<file path="src/shared/lan_cfg_consts.svh">
`ifndef LAN_CFG_CONSTS_SVH
`define LAN_CFG_CONSTS_SVH
`define OFS_CFG_A 5'h0a
`define OFS_CFG_B 5'h0b
`define OFS_CFG_C_IO 5'h0c
`define OFS_CFG_C_MEM 5'h1c
`define A_PREFETCH 6
`define A_MEMSEL 7
`define B_LINK 2
`define B_IOTIME 3
`define B_RDYTIME 4
`define B_FAULT 5
`define B_ROMWR 6
`define B_SAVE 7
`define PHYS_TP_STD 2'h0
`define PHYS_THIN 2'h1
`define PHYS_AUI 2'h2
`define PHYS_TP_RED 2'h3
`define RST_CFG_A 8'h00
`define RST_CFG_B 8'h00
`define RST_CFG_C 4'h0
`define WIN_BASE_SEG 16'hc000
`define WIN_STEP_SMALL 16'h0400
`define WIN_STEP_MID 16'h0800
`define WIN_BASE_HI_SEG 16'hd000
`define WIN_CODE_SMALL 4'h2
`define WIN_CODE_MID 4'ha
`define WIN_CODE_BIG 4'he
`define WIN_SIZE_8K 20'h02000
`define WIN_SIZE_16K 20'h04000
`define WIN_SIZE_32K 20'h08000
`define WIN_SIZE_64K 20'h10000
`endif

</file>
<file path="src/shared/lan_cfg_pkg.sv">
package lan_cfg_pkg;
	typedef struct packed {
		logic [7:0] cfg_a;
		logic [7:0] cfg_b;
		logic [3:0] cfg_c;
		logic unlock_a;
		logic unlock_b;
		logic [7:0] rdata;
		logic rbc0_wr;
		logic rbc1_wr;
		logic [7:0] rbc_data;
		logic save_start;
		logic bale_seen;
		logic cmd_d;
		logic chrdy_d;
		logic [7:0] sd_out;
		logic sd_oe;
		logic rom_we;
		logic prefetch;
	} cfg_state_type;
endpackage

</file>
<file path="src/shared/boot_win_if.sv">
interface boot_win_if;
	logic [3:0] window_sel;
	logic shared_mode;
	logic [19:0] mem_addr;
	logic hit;
	modport owner(output window_sel, output shared_mode, output mem_addr, input hit);
	modport decoder(input window_sel, input shared_mode, input mem_addr, output hit);
endinterface

</file>
<file path="src/rtl/boot_window_decode.sv">
`include "lan_cfg_consts.svh"
module boot_window_decode (
	boot_win_if.decoder win
);
	logic [15:0] base_seg;
	logic [19:0] base_addr;
	logic [19:0] size;
	logic [19:0] offset;
	logic [3:0] idx;

	// Window base and size from the select code, small window doubled from 8K to 16K in shared mode
	always_comb begin
		base_seg = `WIN_BASE_SEG;
		size = 20'h00000;
		idx = 4'h0;
		if (win.window_sel >= `WIN_CODE_BIG) begin
			base_seg = win.window_sel[0] ? `WIN_BASE_HI_SEG : `WIN_BASE_SEG;
			size = `WIN_SIZE_64K;
		end else if (win.window_sel >= `WIN_CODE_MID) begin
			idx = win.window_sel - `WIN_CODE_MID;
			base_seg = `WIN_BASE_SEG + 16'(idx) * `WIN_STEP_MID;
			size = `WIN_SIZE_32K;
		end else if (win.window_sel >= `WIN_CODE_SMALL) begin
			idx = win.window_sel - `WIN_CODE_SMALL;
			base_seg = `WIN_BASE_SEG + 16'(idx) * `WIN_STEP_SMALL;
			size = win.shared_mode ? `WIN_SIZE_16K : `WIN_SIZE_8K;
		end
		base_addr = {base_seg, 4'h0};
		offset = win.mem_addr - base_addr;
	end

	// No window for codes 000x
	assign win.hit = (size != 20'h00000) && (win.mem_addr >= base_addr) && (offset < size);
endmodule

</file>
<file path="src/rtl/lan_config_regs_ab_c.sv">
`include "lan_cfg_consts.svh"
module lan_config_regs_ab_c
	import lan_cfg_pkg::*;
(
	input wire logic mclk,
	input wire logic srst,
	input wire logic [4:0] reg_addr,
	input wire logic reg_rd,
	input wire logic reg_wr,
	input wire logic [7:0] reg_wdata,
	input wire logic page0_sel,
	input wire logic extended_page_enable,
	input wire logic page_select_bit,
	output logic [7:0] reg_rdata,
	output logic rbc0_write,
	output logic rbc1_write,
	output logic [7:0] rbc_wdata,
	input wire logic nvm_load_valid,
	input wire logic [7:0] nvm_load_a,
	input wire logic [7:0] nvm_load_b,
	input wire logic [3:0] nvm_load_c,
	input wire logic nvm_save_done,
	output logic nvm_save_start,
	output logic fast_port_prefetch,
	output logic shared_memory_select,
	input wire logic port_read_start,
	input wire logic port_read_done,
	output logic port_prefetch_req,
	output logic [1:0] medium_interface_select,
	output logic twisted_pair_interface,
	output logic thin_converter_enable,
	output logic aui_select,
	output logic reduced_squelch,
	output logic link_test_disable,
	input wire logic tp_link_good,
	output logic link_good_status,
	output logic link_led_n,
	input wire logic io_read_strobe_n,
	input wire logic io_write_strobe_n,
	input wire logic mem_read_strobe_n,
	input wire logic mem_write_strobe_n,
	input wire logic bale,
	input wire logic wide_io_decode,
	output logic wide_io_ack_n,
	input wire logic dev_wait_req,
	output logic chrdy_out,
	output logic chrdy_oe,
	output logic bus_fault_flag,
	input wire logic [19:0] mem_addr,
	input wire logic [7:0] boot_rom_data,
	output logic boot_rom_write,
	output logic [7:0] sys_data_out,
	output logic sys_data_oe
);
	cfg_state_type st_r;
	cfg_state_type st_nxt;
	boot_win_if win();
	logic io_strobe;
	logic cmd_active;
	logic cycle_end;
	logic fault_set;
	logic fault_clr;
	logic hit_a;
	logic hit_b;
	logic hit_c;
	logic c_open;

	// Boot window decode on the host memory address
	assign win.window_sel = st_r.cfg_c;
	assign win.shared_mode = st_r.cfg_a[`A_MEMSEL];
	assign win.mem_addr = mem_addr;
	boot_window_decode u_win (
		.win(win)
	);

	// Host strobes and cycle boundaries
	assign io_strobe = ~io_read_strobe_n | ~io_write_strobe_n;
	assign cmd_active = io_strobe | ~mem_read_strobe_n | ~mem_write_strobe_n;
	assign cycle_end = st_r.cmd_d & ~cmd_active;

	// Address hits for the three registers
	assign hit_a = page0_sel && reg_addr == `OFS_CFG_A;
	assign hit_b = page0_sel && reg_addr == `OFS_CFG_B;
	assign c_open = extended_page_enable & page_select_bit;
	assign hit_c = c_open && reg_addr == (st_r.cfg_a[`A_MEMSEL] ?
		`OFS_CFG_C_MEM : `OFS_CFG_C_IO);

	// Host ended a cycle while we still held ready low
	assign fault_set = cycle_end & st_r.chrdy_d & dev_wait_req;
	assign fault_clr = reg_wr & hit_b & st_r.unlock_b & reg_wdata[`B_FAULT];

	// Next-state logic
	always_comb begin
		st_nxt = st_r;
		st_nxt.rbc0_wr = 1'b0;
		st_nxt.rbc1_wr = 1'b0;
		st_nxt.save_start = 1'b0;
		st_nxt.rom_we = 1'b0;
		st_nxt.prefetch = 1'b0;
		st_nxt.cmd_d = cmd_active;
		st_nxt.chrdy_d = chrdy_oe;
		// Any access breaks the read-then-write unlock
		if (reg_rd | reg_wr) begin
			st_nxt.unlock_a = reg_rd & hit_a;
			st_nxt.unlock_b = reg_rd & hit_b;
		end
		// Register reads
		if (reg_rd) begin
			st_nxt.rdata = 8'h00;
			if (hit_a) begin
				st_nxt.rdata = st_r.cfg_a;
			end else if (hit_b) begin
				st_nxt.rdata = st_r.cfg_b;
				st_nxt.rdata[`B_LINK] = link_good_status;
			end else if (hit_c) begin
				st_nxt.rdata = {4'h0, st_r.cfg_c};
			end
		end
		// Register writes, A and B redirected to the byte counters when not unlocked
		if (reg_wr) begin
			if (hit_a && st_r.unlock_a) begin
				st_nxt.cfg_a = reg_wdata;
			end else if (hit_a) begin
				st_nxt.rbc0_wr = 1'b1;
				st_nxt.rbc_data = reg_wdata;
			end else if (hit_b && st_r.unlock_b) begin
				st_nxt.cfg_b = reg_wdata;
				st_nxt.cfg_b[`B_FAULT] = st_r.cfg_b[`B_FAULT];
				st_nxt.save_start = reg_wdata[`B_SAVE];
			end else if (hit_b) begin
				st_nxt.rbc1_wr = 1'b1;
				st_nxt.rbc_data = reg_wdata;
			end else if (hit_c) begin
				st_nxt.cfg_c = reg_wdata[3:0];
			end
		end
		// Save trigger drops when the store sequence finishes; a new write wins
		if (nvm_save_done && !st_nxt.save_start) begin
			st_nxt.cfg_b[`B_SAVE] = 1'b0;
		end
		// Nonvolatile load after power-on, save trigger forced low
		if (nvm_load_valid) begin
			st_nxt.cfg_a = nvm_load_a;
			st_nxt.cfg_b = nvm_load_b;
			st_nxt.cfg_b[`B_SAVE] = 1'b0;
			st_nxt.cfg_c = nvm_load_c;
		end
		// Sticky fault flag, setting wins over clearing
		if (fault_clr) begin
			st_nxt.cfg_b[`B_FAULT] = 1'b0;
		end
		if (fault_set) begin
			st_nxt.cfg_b[`B_FAULT] = 1'b1;
		end
		// BALE seen within the current cycle
		if (bale) begin
			st_nxt.bale_seen = 1'b1;
		end else if (cycle_end) begin
			st_nxt.bale_seen = 1'b0;
		end
		// Boot ROM data returned on reads inside the window
		st_nxt.sd_oe = win.hit & ~mem_read_strobe_n;
		if (win.hit && !mem_read_strobe_n) begin
			st_nxt.sd_out = boot_rom_data;
		end
		st_nxt.rom_we = win.hit & ~mem_write_strobe_n & st_r.cfg_b[`B_ROMWR];
		// Data port prefetch, early when fast mode is on
		if (!st_r.cfg_a[`A_MEMSEL]) begin
			st_nxt.prefetch = st_r.cfg_a[`A_PREFETCH] ? port_read_start :
				port_read_done;
		end
	end

	// State register
	always_ff @(posedge mclk) begin
		if (srst) begin
			st_r <= '{cfg_a: `RST_CFG_A, cfg_b: `RST_CFG_B, cfg_c: `RST_CFG_C,
				rdata: 8'h00, rbc_data: 8'h00, sd_out: 8'h00, default: 1'b0};
		end else begin
			st_r <= st_nxt;
		end
	end

	// Register port outputs
	assign reg_rdata = st_r.rdata;
	assign rbc0_write = st_r.rbc0_wr;
	assign rbc1_write = st_r.rbc1_wr;
	assign rbc_wdata = st_r.rbc_data;
	assign nvm_save_start = st_r.save_start;

	// Host mode and prefetch
	assign fast_port_prefetch = st_r.cfg_a[`A_PREFETCH] & ~st_r.cfg_a[`A_MEMSEL];
	assign shared_memory_select = st_r.cfg_a[`A_MEMSEL];
	assign port_prefetch_req = st_r.prefetch;

	// Medium selection
	assign medium_interface_select = st_r.cfg_b[1:0];
	assign twisted_pair_interface = st_r.cfg_b[1:0] == `PHYS_TP_STD ||
		st_r.cfg_b[1:0] == `PHYS_TP_RED;
	assign thin_converter_enable = st_r.cfg_b[1:0] == `PHYS_THIN;
	assign aui_select = st_r.cfg_b[1:0] == `PHYS_AUI;
	assign reduced_squelch = st_r.cfg_b[1:0] == `PHYS_TP_RED;

	// Link test and status
	assign link_test_disable = st_r.cfg_b[`B_LINK];
	assign link_good_status = !aui_select && (link_test_disable || tp_link_good);
	assign link_led_n = ~link_good_status;

	// Host bus timing controls
	assign wide_io_ack_n = ~(wide_io_decode &
		(st_r.cfg_b[`B_IOTIME] ? io_strobe : 1'b1));
	assign chrdy_oe = dev_wait_req &
		(st_r.cfg_b[`B_RDYTIME] ? (st_r.bale_seen | bale) : cmd_active);
	assign chrdy_out = 1'b0; // Open drain, pulls ready low only
	assign bus_fault_flag = st_r.cfg_b[`B_FAULT];
	assign boot_rom_write = st_r.rom_we;
	assign sys_data_out = st_r.sd_out;
	assign sys_data_oe = st_r.sd_oe;

	// Checks
	a_unlock_write_a: assert property (@(posedge mclk) disable iff (srst)
		reg_wr && hit_a && st_r.unlock_a && !nvm_load_valid |=> st_r.cfg_a == $past(reg_wdata))
		else $error("register A not written after unlock");
	a_redirect_rbc0: assert property (@(posedge mclk) disable iff (srst)
		reg_wr && hit_a && !st_r.unlock_a |=> rbc0_write && $stable(st_r.cfg_a))
		else $error("locked write to 0AH not redirected");
	a_redirect_rbc1: assert property (@(posedge mclk) disable iff (srst)
		reg_wr && hit_b && !st_r.unlock_b |=> rbc1_write && rbc_wdata == $past(reg_wdata))
		else $error("locked write to 0BH not redirected");
	a_load_save_low: assert property (@(posedge mclk) disable iff (srst)
		nvm_load_valid |=> !st_r.cfg_b[`B_SAVE])
		else $error("save trigger set by load");
	a_fault_sticky: assert property (@(posedge mclk) disable iff (srst)
		bus_fault_flag && !fault_clr && !nvm_load_valid |=> bus_fault_flag)
		else $error("fault flag lost");
	a_fault_set_wins: assert property (@(posedge mclk) disable iff (srst)
		fault_set |=> bus_fault_flag)
		else $error("fault not flagged");
	a_fault_clear: assert property (@(posedge mclk) disable iff (srst)
		fault_clr && !fault_set && !nvm_load_valid |=> !bus_fault_flag)
		else $error("fault not cleared");
	a_link_aui_zero: assert property (@(posedge mclk) disable iff (srst)
		aui_select |-> !link_good_status && link_led_n)
		else $error("link reported in AUI mode");
	a_rom_write_gate: assert property (@(posedge mclk) disable iff (srst)
		boot_rom_write |-> $past(st_r.cfg_b[`B_ROMWR]) && $past(win.hit))
		else $error("boot ROM write without enable");
	a_save_pulse: assert property (@(posedge mclk) disable iff (srst)
		reg_wr && hit_b && st_r.unlock_b && reg_wdata[`B_SAVE] |=> nvm_save_start ##1 !nvm_save_start)
		else $error("save start not one pulse");
	a_c_locked: assert property (@(posedge mclk) disable iff (srst)
		reg_wr && !c_open && !nvm_load_valid |=> $stable(st_r.cfg_c))
		else $error("register C written outside enhanced mode");
	c_unlock_a: cover property (@(posedge mclk) reg_rd && hit_a ##1 reg_wr && hit_a);
	c_fault_set: cover property (@(posedge mclk) fault_set);
	c_rom_read: cover property (@(posedge mclk) sys_data_oe);
	c_save_done: cover property (@(posedge mclk) nvm_save_start ##[1:20] nvm_save_done);
endmodule

</file>
<file path="config.mk">
export PLATFORM = sky130hd
export DESIGN_NAME = lan_config_regs_ab_c
export DESIGN_NICKNAME = d
export VERILOG_FILES = /design/src/shared/lan_cfg_pkg.sv /design/src/shared/boot_win_if.sv /design/src/rtl/boot_window_decode.sv /design/src/rtl/lan_config_regs_ab_c.sv
export VERILOG_INCLUDE_DIRS = /design/src /design/src/shared
export SDC_FILE = /design/constraint.sdc
export NUM_CORES = 1
export LEC_CHECK = 0
export BUFFER_PORTS_ARGS = -buffer_cell sky130_fd_sc_hd__buf_4
export CAP_MARGIN = 20
export CORE_MARGIN = 2
export CORE_UTILIZATION = 53
export DETAILED_ROUTE_END_ITERATION = 6
export GPL_ROUTABILITY_DRIVEN = 0
export GPL_TIMING_DRIVEN = 0
export PLACE_DENSITY = 0.85
export SLEW_MARGIN = 15
export SYNTH_ARGS = -nofsm -noshare
export SYNTH_HDL_FRONTEND = slang
export SYNTH_SLANG_ARGS = --single-unit
</file>
<file path="constraint.sdc">
create_clock -name mclk -period 11.7 [get_ports mclk]
set_clock_uncertainty 0.05 [all_clocks]
set_input_delay 1.17 -clock mclk [delete_from_list [all_inputs] [get_ports mclk]]
set_output_delay 1.17 -clock mclk [all_outputs]
set_load 0.01 [all_outputs]
</file>
==> results.md, run 1 <==
* Status: finished, final reports clean
* Part of the power in the clock network at 29.9%
* Final ANT Viol Nets at 0
* CP endpoint kind: flop
* Seq/Total Area, Yosys at 33.6%
* Share of the synthesized area in the top cell type at 33.6%
* Clock Sinks at 55
* Bufs and invs on worst path at 2
* Core area at 5960 sq um
* Port Buf Inserts at 119
* DR DRC count at 0
* Synthesized-area fraction occupied by adder cells at 5.96%
* Clock Latency Late Sink at 0.32 ns
* Total Routed Length at 8880 um
* Final slew viol count at 0
* Max stage delay on crit path at 0.50 ns
* Ant diodes at 0
* Final setup viols at 0
* Synth Flop Type: dfxtp_1
* CTS hold repair buffers at 0
* Max clock buf depth at 2
* Filler cells at 458
* First-pass detailed-route iteration total at 6
* Netlist Area Pre-Place at 3280 sq um
* Vias in the first global route at 3013
* H-tree depth at 2
* Inst Count DP at 575
* Highest-delay cell along the critical path: fa_1
* R2R setup slack at 7.21 ns
* Net Sw Frac at 27.3%
* Yosys warning count at 0
* Utilization after layout at 73.5%
* RSZ-0062 raised after global routing: no
* WL per Instance at 15.2 um
* Initial Utilization at 55.0%
* CP Launch Point: win.window_sel[2]
* Maximum number of pins on one net before global-route repair at 18
* Internal power at 0.312 mW
* Post-DP Area at 4260 sq um
* Post-route cell area at 4380 sq um
* Max Cap Viol at 0
* Synth Area in Compound Gates at 13.2%
* CP delay by family, top: simple AND/OR/NAND/NOR gates
* Worst EP required at 11.88 ns
* Area grow syn2layout at 33.5%
* R2r endpoint: sys_data_out[0]
* Leak Pwr at 1.97 nW
* Crit Path Max Fanout at 10
* Most used cell along the critical path: ha_1
* Fin. Hold Viols at 0
* Num ports at 125
* Total gr overflow at 0
* Initial antenna violation count at 0
* Asr flop ratio synth at 0%
* Global-route wire length before repair at 13800 um
* Drt via density at 5.58
* Sw Pwr at 0.117 mW
* Synth Register Bits at 55
* CTS Buf Count at 5
* CTS tree: built
* Actual slew at the worst max-slew pin at 0.675 ns
* Die width at 82.6 um
* Root buffer cell: clkbuf_8
* Count of cell types in the netlist at 57
* Non-filler cells, final at 583
* Synth Area in Simple Gates at 24.4%
* Share of cells above drive strength 1 at 34.6%
* Cell chain of the critical path: buf_2 > inv_1 > ha_1 > nor2b_1 > or2_2 > nor2_1 > a21oi_1 > a32oi_1 > fa_1 > ha_1 > a2111oi_0 > a31oi_1 > or4_4 > nor3_4 > mux2i_1
* Vias at 3254
* Fraction of synthesized area in multiplexers at 11.3%
* Number of buffers inserted to repair setup after CTS at 0
* Final min period at 4.49 ns
* Hpwl dp at 6950 um
* Startpoint type of the worst setup path: flop
* Hold EP: rbc_wdata[0]
* Hold Crit Start: rbc_wdata[0]
* Net Count, Synth at 476
* EDFF count, synth at 0
* Xor/xnor share of the synthesized area at 1.07%
* Setup CP Type: flop to flop
* CP arrival at 4.68 ns
* Comb pwr share at 23.9%
* Max Fclk at 222 MHz
* Synth Instances at 381
* Worst R2R Start: win.window_sel[2]
* Commonest cells in the synthesized netlist: dfxtp_1, nor2_1, mux2i_1
* Full die area at 6830 sq um
* Hold WS at 0.416 ns
* Global Route Usage Sum at 26.3%
* Worst hold path class: flop to flop
* CTS clk-pin slew, worst paths at 0.10 ns
* Post-synth top area cell: dfxtp_1
* Die Height at 82.6 um
* Number of nets in the layout at 602
* R2r worst-path depth at 15
* Fin crit share at 38.4%
* Rel. slew slack at 55.0%
* Power consumption at 0.429 mW
* Largest family of logic cells by synthesized area: simple AND/OR/NAND/NOR gates
* P per Cell Area at 98.1 nW/um^2
* Avg Cell Area, Syn at 8.60 sq um
* Hold Crit Depth at 2
* Row cnt at 28
* First DRT Iteration DRCs at 197
* Most common cell in the netlist: dfxtp_1
* Post-CTS Resized at 0
* Placement Setup Slack at 7.26 ns
* Seq pwr share at 46.3%
* Top post-synthesis cells by area: dfxtp_1, mux2i_1, buf_4
* Fin worst setup slack at 7.21 ns
* TNS Setup at 0 ns
* Peak VDD IR at 0.0639 mV
## logic make-up (layout without fill, tap and decap cells)
logic type                 after synthesis  count (layout)
AOI/OAI and AO/OA                       65              65
xor gates and xnor gates                 4               4
adders and majority gates               15              15
buffers and inverters                   62             189
DFF                                     55              55
muxes                                   36              36
other                                    1               1
and+or+nand+nor                        143             143
## how the worst max path moves through the flow
| stage | to | slack (ns) | depth (start not counted) |
|---|---|---|---|
| after CTS | sys_data_out[0] | 7.22 | 15 |
| after global placement | sys_data_out[7] | 7.42 | 15 |
| after floorplan | sys_data_out[0] | 7.82 | 15 |
| final | sys_data_out[0] | 7.21 | 15 |
| after global routing | sys_data_out[0] | 6.89 | 15 |
| after detailed placement | sys_data_out[0] | 7.26 | 15 |
## power groups by stage
| stage | Sequential, mW | Clock (mW) | Combinational, mW |
|---|---|---|---|
| floorplan | 0.202 | 0 | 0.0591 |
| global placement | 0.203 | 0 | 0.0979 |
| detailed placement | 0.203 | 0 | 0.101 |
| CTS | 0.199 | 0.128 | 0.102 |
| global route | 0.199 | 0.136 | 0.113 |
| finish | 0.199 | 0.128 | 0.102 |
## sequential cells by signal, indices dropped and copies added, names as in the netlist, 2 cells and up
signal	flops
medium_interface_select	2
rbc_wdata	8
reg_rdata	8
st_r	16
sys_data_out	8
win.window_sel	4
## worst register-to-register path: stages (launching register included)
cell,delay (ns)
dfxtp_1,0.31
buf_2,0.19
inv_1,0.12
ha_1,0.20
nor2b_1,0.15
or2_2,0.31
nor2_1,0.10
a21oi_1,0.06
a32oi_1,0.35
fa_1,0.50
ha_1,0.31
a2111oi_0,0.44
a31oi_1,0.15
or4_4,0.47
nor3_4,0.43
mux2i_1,0.27
## routing by layer
metal	global-route usage, %	wire length [um]	share of wire, %	vias up
li1	-	-	-	1565
met1	33.5	3630	41	1514
met2	44.6	4220	48	159
met3	5.00	813	9.2	16
met4	9.18	207	2.3	0
met5	0	0	0	-
## cells in the final DEF (no fill, tap or decap), types with 14 or more instances in the layout
cell type,n
clkbuf_1,17
a21oi_1,14
nor2_1,35
o21ai_0,15
nor2b_1,16
mux2i_1,28
buf_4,146
dfxtp_1,55
nand2_1,24
nand2b_1,17
ha_1,14
## final cells by class
type                    count  area, sq um  area share [%]
clock buffers               6         72.6            1.66
flip-flops and latches     55         1100            25.2
inverters                  12         45.0            1.03
repair buffers            119          893            20.4
clock inverters             2         38.8           0.886
well taps                  75         93.8            2.14
multi-input cells         264         1840            42.0
plain buffers              50          295            6.75
Power figures use the tool's default switching activity.
==> inputs of run 2 (changes only) <==
Settings changed: ABC_AREA set to 1, CORE_UTILIZATION 53 to 49, PLACE_DENSITY 0.85 to 0.79.
Clock period 11.7 ns to 4.3 ns, I/O delays scaled along.
==> run 2 against run 1 <==
Against the previous run: critical path type unchanged; largest cell class unchanged; wire length up 0.10%; largest power group unchanged; non-clock buffer count down 10; first-iteration DRC count down 18%; critical endpoint is now sys_data_out[1]; register-to-register slack worse by 6.3 ns; highest routed layer unchanged.
==> results.md, run 2 <==
* Vias in the first global route at 3160
* Initial antenna violation count at 0
* CP delay by family, top: simple AND/OR/NAND/NOR gates
* Post-CTS Resized at 0
* CP endpoint kind: flop
* Final min period at 3.37 ns
* Final slew viol count at 0
* Part of the power in the clock network at 30.8%
* Count of cell types in the netlist at 42
* Synth Register Bits at 55
* Post-DP Area at 4200 sq um
* Drt via density at 4.99
* Vias at 3315
* CTS Buf Count at 5
* Asr flop ratio synth at 0%
* Commonest cells in the synthesized netlist: nand2_1, inv_1, dfxtp_1
* Max clock buf depth at 2
* Most frequent cells in the layout: buf_4, nand2_1, inv_1
* Setup CP Type: flop to flop
* Maximum number of pins on one net before global-route repair at 18
* TNS Setup at 0 ns
* Comb pwr share at 22.2%
* Hold WS at 0.230 ns
* FF+latch area at 1100 sq um
* Max Cap Viol at 0
* RSZ-0062 raised after global routing: no
* Rel. slew slack at 60.1%
* Inst Count DP at 656
* Fin crit share at 78.5%
* First DRT Iteration DRCs at 162
* Status: finished, final reports clean
* Seq/Total Area, Yosys at 34.3%
* EDFF count, synth at 0
* Number of nets in the layout at 681
* Post-route cell area at 4310 sq um
* Largest Register: st_r
* Filler cells at 586
* Top post-synthesis cells by area: dfxtp_1, nand2_1, inv_1
* Total Routed Length at 8890 um
* Avg Cell Area, Syn at 6.97 sq um
* Actual slew at the worst max-slew pin at 0.599 ns
* Final ANT Viol Nets at 0
* Port Buf Inserts at 119
* Non-filler cells, final at 664
* Synth Instances at 460
* Peak VDD IR at 0.165 mV
* CTS clk-pin slew, worst paths at 0.11 ns
* Hpwl dp at 7210 um
* WL per Instance at 13.4 um
* Post-synth top area cell: dfxtp_1
* Global-route wire length before repair at 14500 um
* Worst hold path class: input pin to flop
* Synth Flop Type: dfxtp_1
* Internal power at 0.817 mW
* Number of buffers inserted to repair setup after CTS at 0
* Clock Sinks at 55
* Cell chain of the critical path: inv_1 > ha_1 > nand2_1 > nand2_1 > nand2_2 > inv_1 > nor2_1 > nand2_1 > o21ai_0 > inv_1 > fa_1 > xor2_1 > ha_1 > inv_1 > nand2_1 > nor2_2 > nand3_2 > nor2_4 > nand4_4 > buf_6 > nor2_1 > nor2_1
* Max FFs per register at 16
* Share of cells above drive strength 1 at 30.7%
* Seq pwr share at 47.0%
* Row cnt at 29
* P per Cell Area at 265 nW/um^2
* Root buffer cell: clkbuf_8
* Max stage delay on crit path at 0.47 ns
* First-pass detailed-route iteration total at 5
* Crit. path cell count at 22
* Full die area at 7200 sq um
* CP arrival at 3.54 ns
* Clock Latency Late Sink at 0.31 ns
* Leak Pwr at 2.16 nW
* Highest-delay cell along the critical path: fa_1
* Sw Pwr at 0.324 mW
* Most common cell after layout, fill and taps aside: buf_4
* Multi-input gate area in the final layout at 1590 sq um
* Fin. Hold Viols at 0
* Num ports at 125
* CTS tree: built
* Die Height at 84.9 um
* Bufs and invs on worst path at 5
* Global Route Usage Sum at 24.8%
* Initial Utilization at 50.5%
* Area grow syn2layout at 34.3%
* Net Count, Synth at 555
* H-tree depth at 2
* Crit Path Max Fanout at 10
* DR DRC count at 0
* Final setup viols at 0
* Die width at 84.9 um
* R2r worst-path depth at 22
* CTS hold repair buffers at 0
* Share of the synthesized area in the top cell type at 34.3%
* Max Fclk at 296 MHz
* Core area at 6350 sq um
* Net Sw Frac at 28.4%
* Netlist Area Pre-Place at 3210 sq um
* Startpoint type of the worst setup path: flop
* Most common cell in the netlist: nand2_1
* Ant diodes at 0
* Total gr overflow at 0
* Hold Crit Depth at 2
* Worst EP required at 4.46 ns
* Yosys warning count at 0
## run 2: cell types whose count changed in the layout (fill, tap and decap cells not counted), sizes merged, moves of 8 or more
cell and change:
mux2 -8, mux2i -28, inv +52, a211oi -8, nor2b -16, nor2 +20
nand2 +80, a21oi +16, nand2b -17, nand3 +9
## run 2: final timing paths
| check | startpoint | endpoint | slack [ns] |
|---|---|---|---|
| setup reg to reg | win.window_sel[2] | sys_data_out[1] | 0.93 |
| setup / recovery | win.window_sel[2] | sys_data_out[1] | 0.93 |
| hold reg to reg | reg_rdata[1] | reg_rdata[1] | 0.43 |
| hold / removal | mem_write_strobe_n | boot_rom_write | 0.23 |
## run 2: area by class of cell
cell class / count / area share, %
flip-flops and latches: 55 / 25.6
clock buffers: 6 / 1.69
well taps: 77 / 2.24
multi-input cells: 299 / 36.9
plain buffers: 40 / 6.22
clock inverters: 2 / 0.901
repair buffers: 119 / 20.7
inverters: 66 / 5.75
## run 2: power groups by stage
stage	combinational (mW)	clock (mW)	sequential, mW
after floorplan	0.145	0	0.545
after global placement	0.246	0	0.547
after detailed placement	0.252	0	0.547
after CTS	0.253	0.357	0.536
after global routing	0.285	0.377	0.538
final	0.254	0.352	0.536
## run 2: routing by layer
layer	track usage, %	vias up	wire length [um]
met5	0	-	0
met4	6.49	0	98
met3	5.93	8	632
met2	41.9	124	4240
met1	31.9	1473	3910
li1	-	1710	-
## run 2: logic make-up (layout without fill, tap and decap cells)
family                   Yosys count  in the layout  synth area share [%]
XOR/XNOR                           1              1                 0.273
AND/OR/NAND/NOR                  205            205                  28.8
AO/OA/AOI/OAI                     77             77                  14.3
flip-flops                        55             55                  34.3
other                              1              1                 0.117
adder cells (fa/ha/maj)           15             15                  6.09
buffers and inverters            106            233                  16.1
## run 2: through the flow
step                worst slack (ns)  power, mW  util, %
finish                         0.926       1.14     67.8
global placement                1.08      0.793     66.1
CTS                            0.988       1.15     67.8
detailed placement              1.01      0.800     66.1
floorplan                       1.39      0.690        -
global route                   0.605       1.20     67.8
==> inputs of run 3 (changes only) <==
Settings changed: CORE_UTILIZATION 49 to 44, PLACE_DENSITY 0.79 to 0.75.
Clock period 4.3 ns to 2.92 ns, I/O delays scaled along.
==> run 3 against run 2 <==
Against the previous run: die area is 11% higher; critical endpoint is now sys_data_out[4]; clock power is 74% higher; hold slack worse by 0.14 ns; largest power group unchanged; sequential share of layout area is 1.5 points lower; critical path depth is 1 lower; sequential cell count stayed put; count of clock-buffer cells in the layout is 1 lower; the flow now finishes with violations (negative setup slack).
==> results.md, run 3 (synthesized netlist as in run 2, its figures left out) <==
* Status: finished with violations
* Failing checks: negative setup slack
* RSZ-0062 raised after global routing: yes
* Final slew viol count at 0
* Full die area at 7980 sq um
* Most frequent cells in the layout: buf_4, nand2_1, inv_1, dfxtp_1, nor2_1
* First-pass detailed-route iteration total at 5
* Cell chain of the critical path: inv_2 > ha_4 > nand2_4 > nand2_4 > nand2_4 > inv_4 > nor3_4 > ha_2 > inv_2 > fa_2 > xor2_2 > ha_2 > inv_2 > nand2_2 > nor2_2 > nand3_2 > nor2_4 > nand4_4 > buf_6 > nor2_1 > nor2_1
* Placement Setup Slack at -0.395 ns
* Die Height at 89.4 um
* Worst hold path class: input pin to flop
* Filler cells at 675
* Root buffer cell: clkbuf_8
* Final min period at 3.01 ns
* CP arrival at 3.18 ns
* Final setup viols at 8
* Rel. slew slack at 62.9%
* Peak VDD IR at 0.259 mV
* Largest Register: st_r
* Non-filler cells, final at 699
* Max clock buf depth at 2
* Vias at 3410
* Share of cells above drive strength 1 at 36.8%
* Global-route wire length before repair at 14000 um
* Setup CP Type: flop to flop
* Fin crit share at 103%
* Die width at 89.4 um
* Row cnt at 31
* CTS clk-pin slew, worst paths at 0.11 ns
* Total Routed Length at 9320 um
* Global Route Usage Sum at 22.3%
* CTS tree: built
* Utilization after layout at 64.3%
* Worst R2R Start: win.window_sel[2]
* Post-DP Area at 4220 sq um
* Inst Count DP at 678
* Total gr overflow at 0
* Max Cap Viol at 0
* Hold Crit Start: mem_write_strobe_n
* CP endpoint kind: flop
* CTS Buf Count at 5
* Core area at 7140 sq um
* Clock Sinks at 55
* Worst EP required at 3.09 ns
* Hold EP: boot_rom_write
* Hpwl dp at 7110 um
* Post-route cell area at 4590 sq um
* Crit Path Max Fanout at 8
* Ant diodes at 0
* Initial Utilization at 44.9%
* Number of nets in the layout at 694
* WL per Instance at 13.3 um
* Most common cell after layout, fill and taps aside: buf_4
* H-tree depth at 2
* P per Cell Area at 400 nW/um^2
* Maximum number of pins on one net before global-route repair at 19
* Area grow syn2layout at 43.2%
* R2r endpoint: sys_data_out[4]
* R2r worst-path depth at 21
* Vias in the first global route at 3040
* Final ANT Viol Nets at 0
* Port Buf Inserts at 119
* R2R setup slack at -0.09 ns
* Initial antenna violation count at 0
* Startpoint type of the worst setup path: flop
* Leak Pwr at 2.26 nW
* Hold WS at 0.0932 ns
* Actual slew at the worst max-slew pin at 0.557 ns
* First DRT Iteration DRCs at 198
* Fin. Hold Viols at 0
* Hold Crit Depth at 2
* Drt via density at 4.88
* CTS hold repair buffers at 0
* Max Fclk at 332 MHz
* Max FFs per register at 16
* Num ports at 125
* DR DRC count at 0
* Fin worst setup slack at -0.0905 ns
* Clock Latency Late Sink at 0.31 ns
* Power consumption at 1.84 mW
* Max stage delay on crit path at 0.37 ns
* Highest-delay cell along the critical path: fa_2
* TNS Setup at -0.617 ns
[run 3: worst max-delay path, delay by kind of cell, from the launching register on]
| family | cells | cell delay [ns] |
|---|---|---|
| AND/OR/NAND/NOR | 11 | 1.06 |
| adder cells (fa/ha/maj) | 4 | 0.90 |
| buffers and inverters | 5 | 0.39 |
| flip-flops | 1 | 0.35 |
| XOR/XNOR | 1 | 0.17 |
[run 3: timing repair]
action / in CTS / in global routing
cloned: 1 / 0
resized for setup: 22 / 19
pin swaps: 7 / 12
setup endpoints to repair: 10 / 10
setup buffers: 10 / 2
[run 3: metal layers]
layer / GRT usage (%) / wire (um) / vias up
li1: - / - / 1741
met1: 29.8 / 4060 / 1537
met2: 38.2 / 4480 / 119
met3: 4.25 / 662 / 13
met4: 3.12 / 123 / 0
met5: 0 / 0 / -
[run 3: how the worst max path moves through the flow]
stage / start / end / slack [ns] / cells past startpoint
finish: win.window_sel[2] / sys_data_out[4] / -0.09 / 21
floorplan: win.window_sel[2] / sys_data_out[0] / 0.01 / 21
global route: win.window_sel[2] / sys_data_out[6] / -0.27 / 22
detailed placement: win.window_sel[2] / sys_data_out[2] / -0.40 / 21
CTS: win.window_sel[2] / sys_data_out[6] / -0.09 / 23
global placement: win.window_sel[2] / sys_data_out[7] / -0.33 / 21
[run 3: area by class of cell]
cell class / instances / area (sq um) / share of cell area, %
multi-input combinational: 299 / 1700 / 37.1
sequential: 55 / 1110 / 24.1
timing repair buffer: 132 / 998 / 21.8
buffer: 40 / 268 / 5.83
inverter: 66 / 250 / 5.45
tap: 99 / 124 / 2.70
clock inverter: 3 / 71.3 / 1.55
clock buffer: 5 / 68.8 / 1.50
[run 3: report_power, final]
part | internal [mW] | switching (mW) | leakage (nW)
clock | 0.348 | 0.263 | 0.0703
sequential | 0.771 | 0.0195 | 0.449
combinational | 0.207 | 0.228 | 1.74
total | 1.33 | 0.510 | 2.26
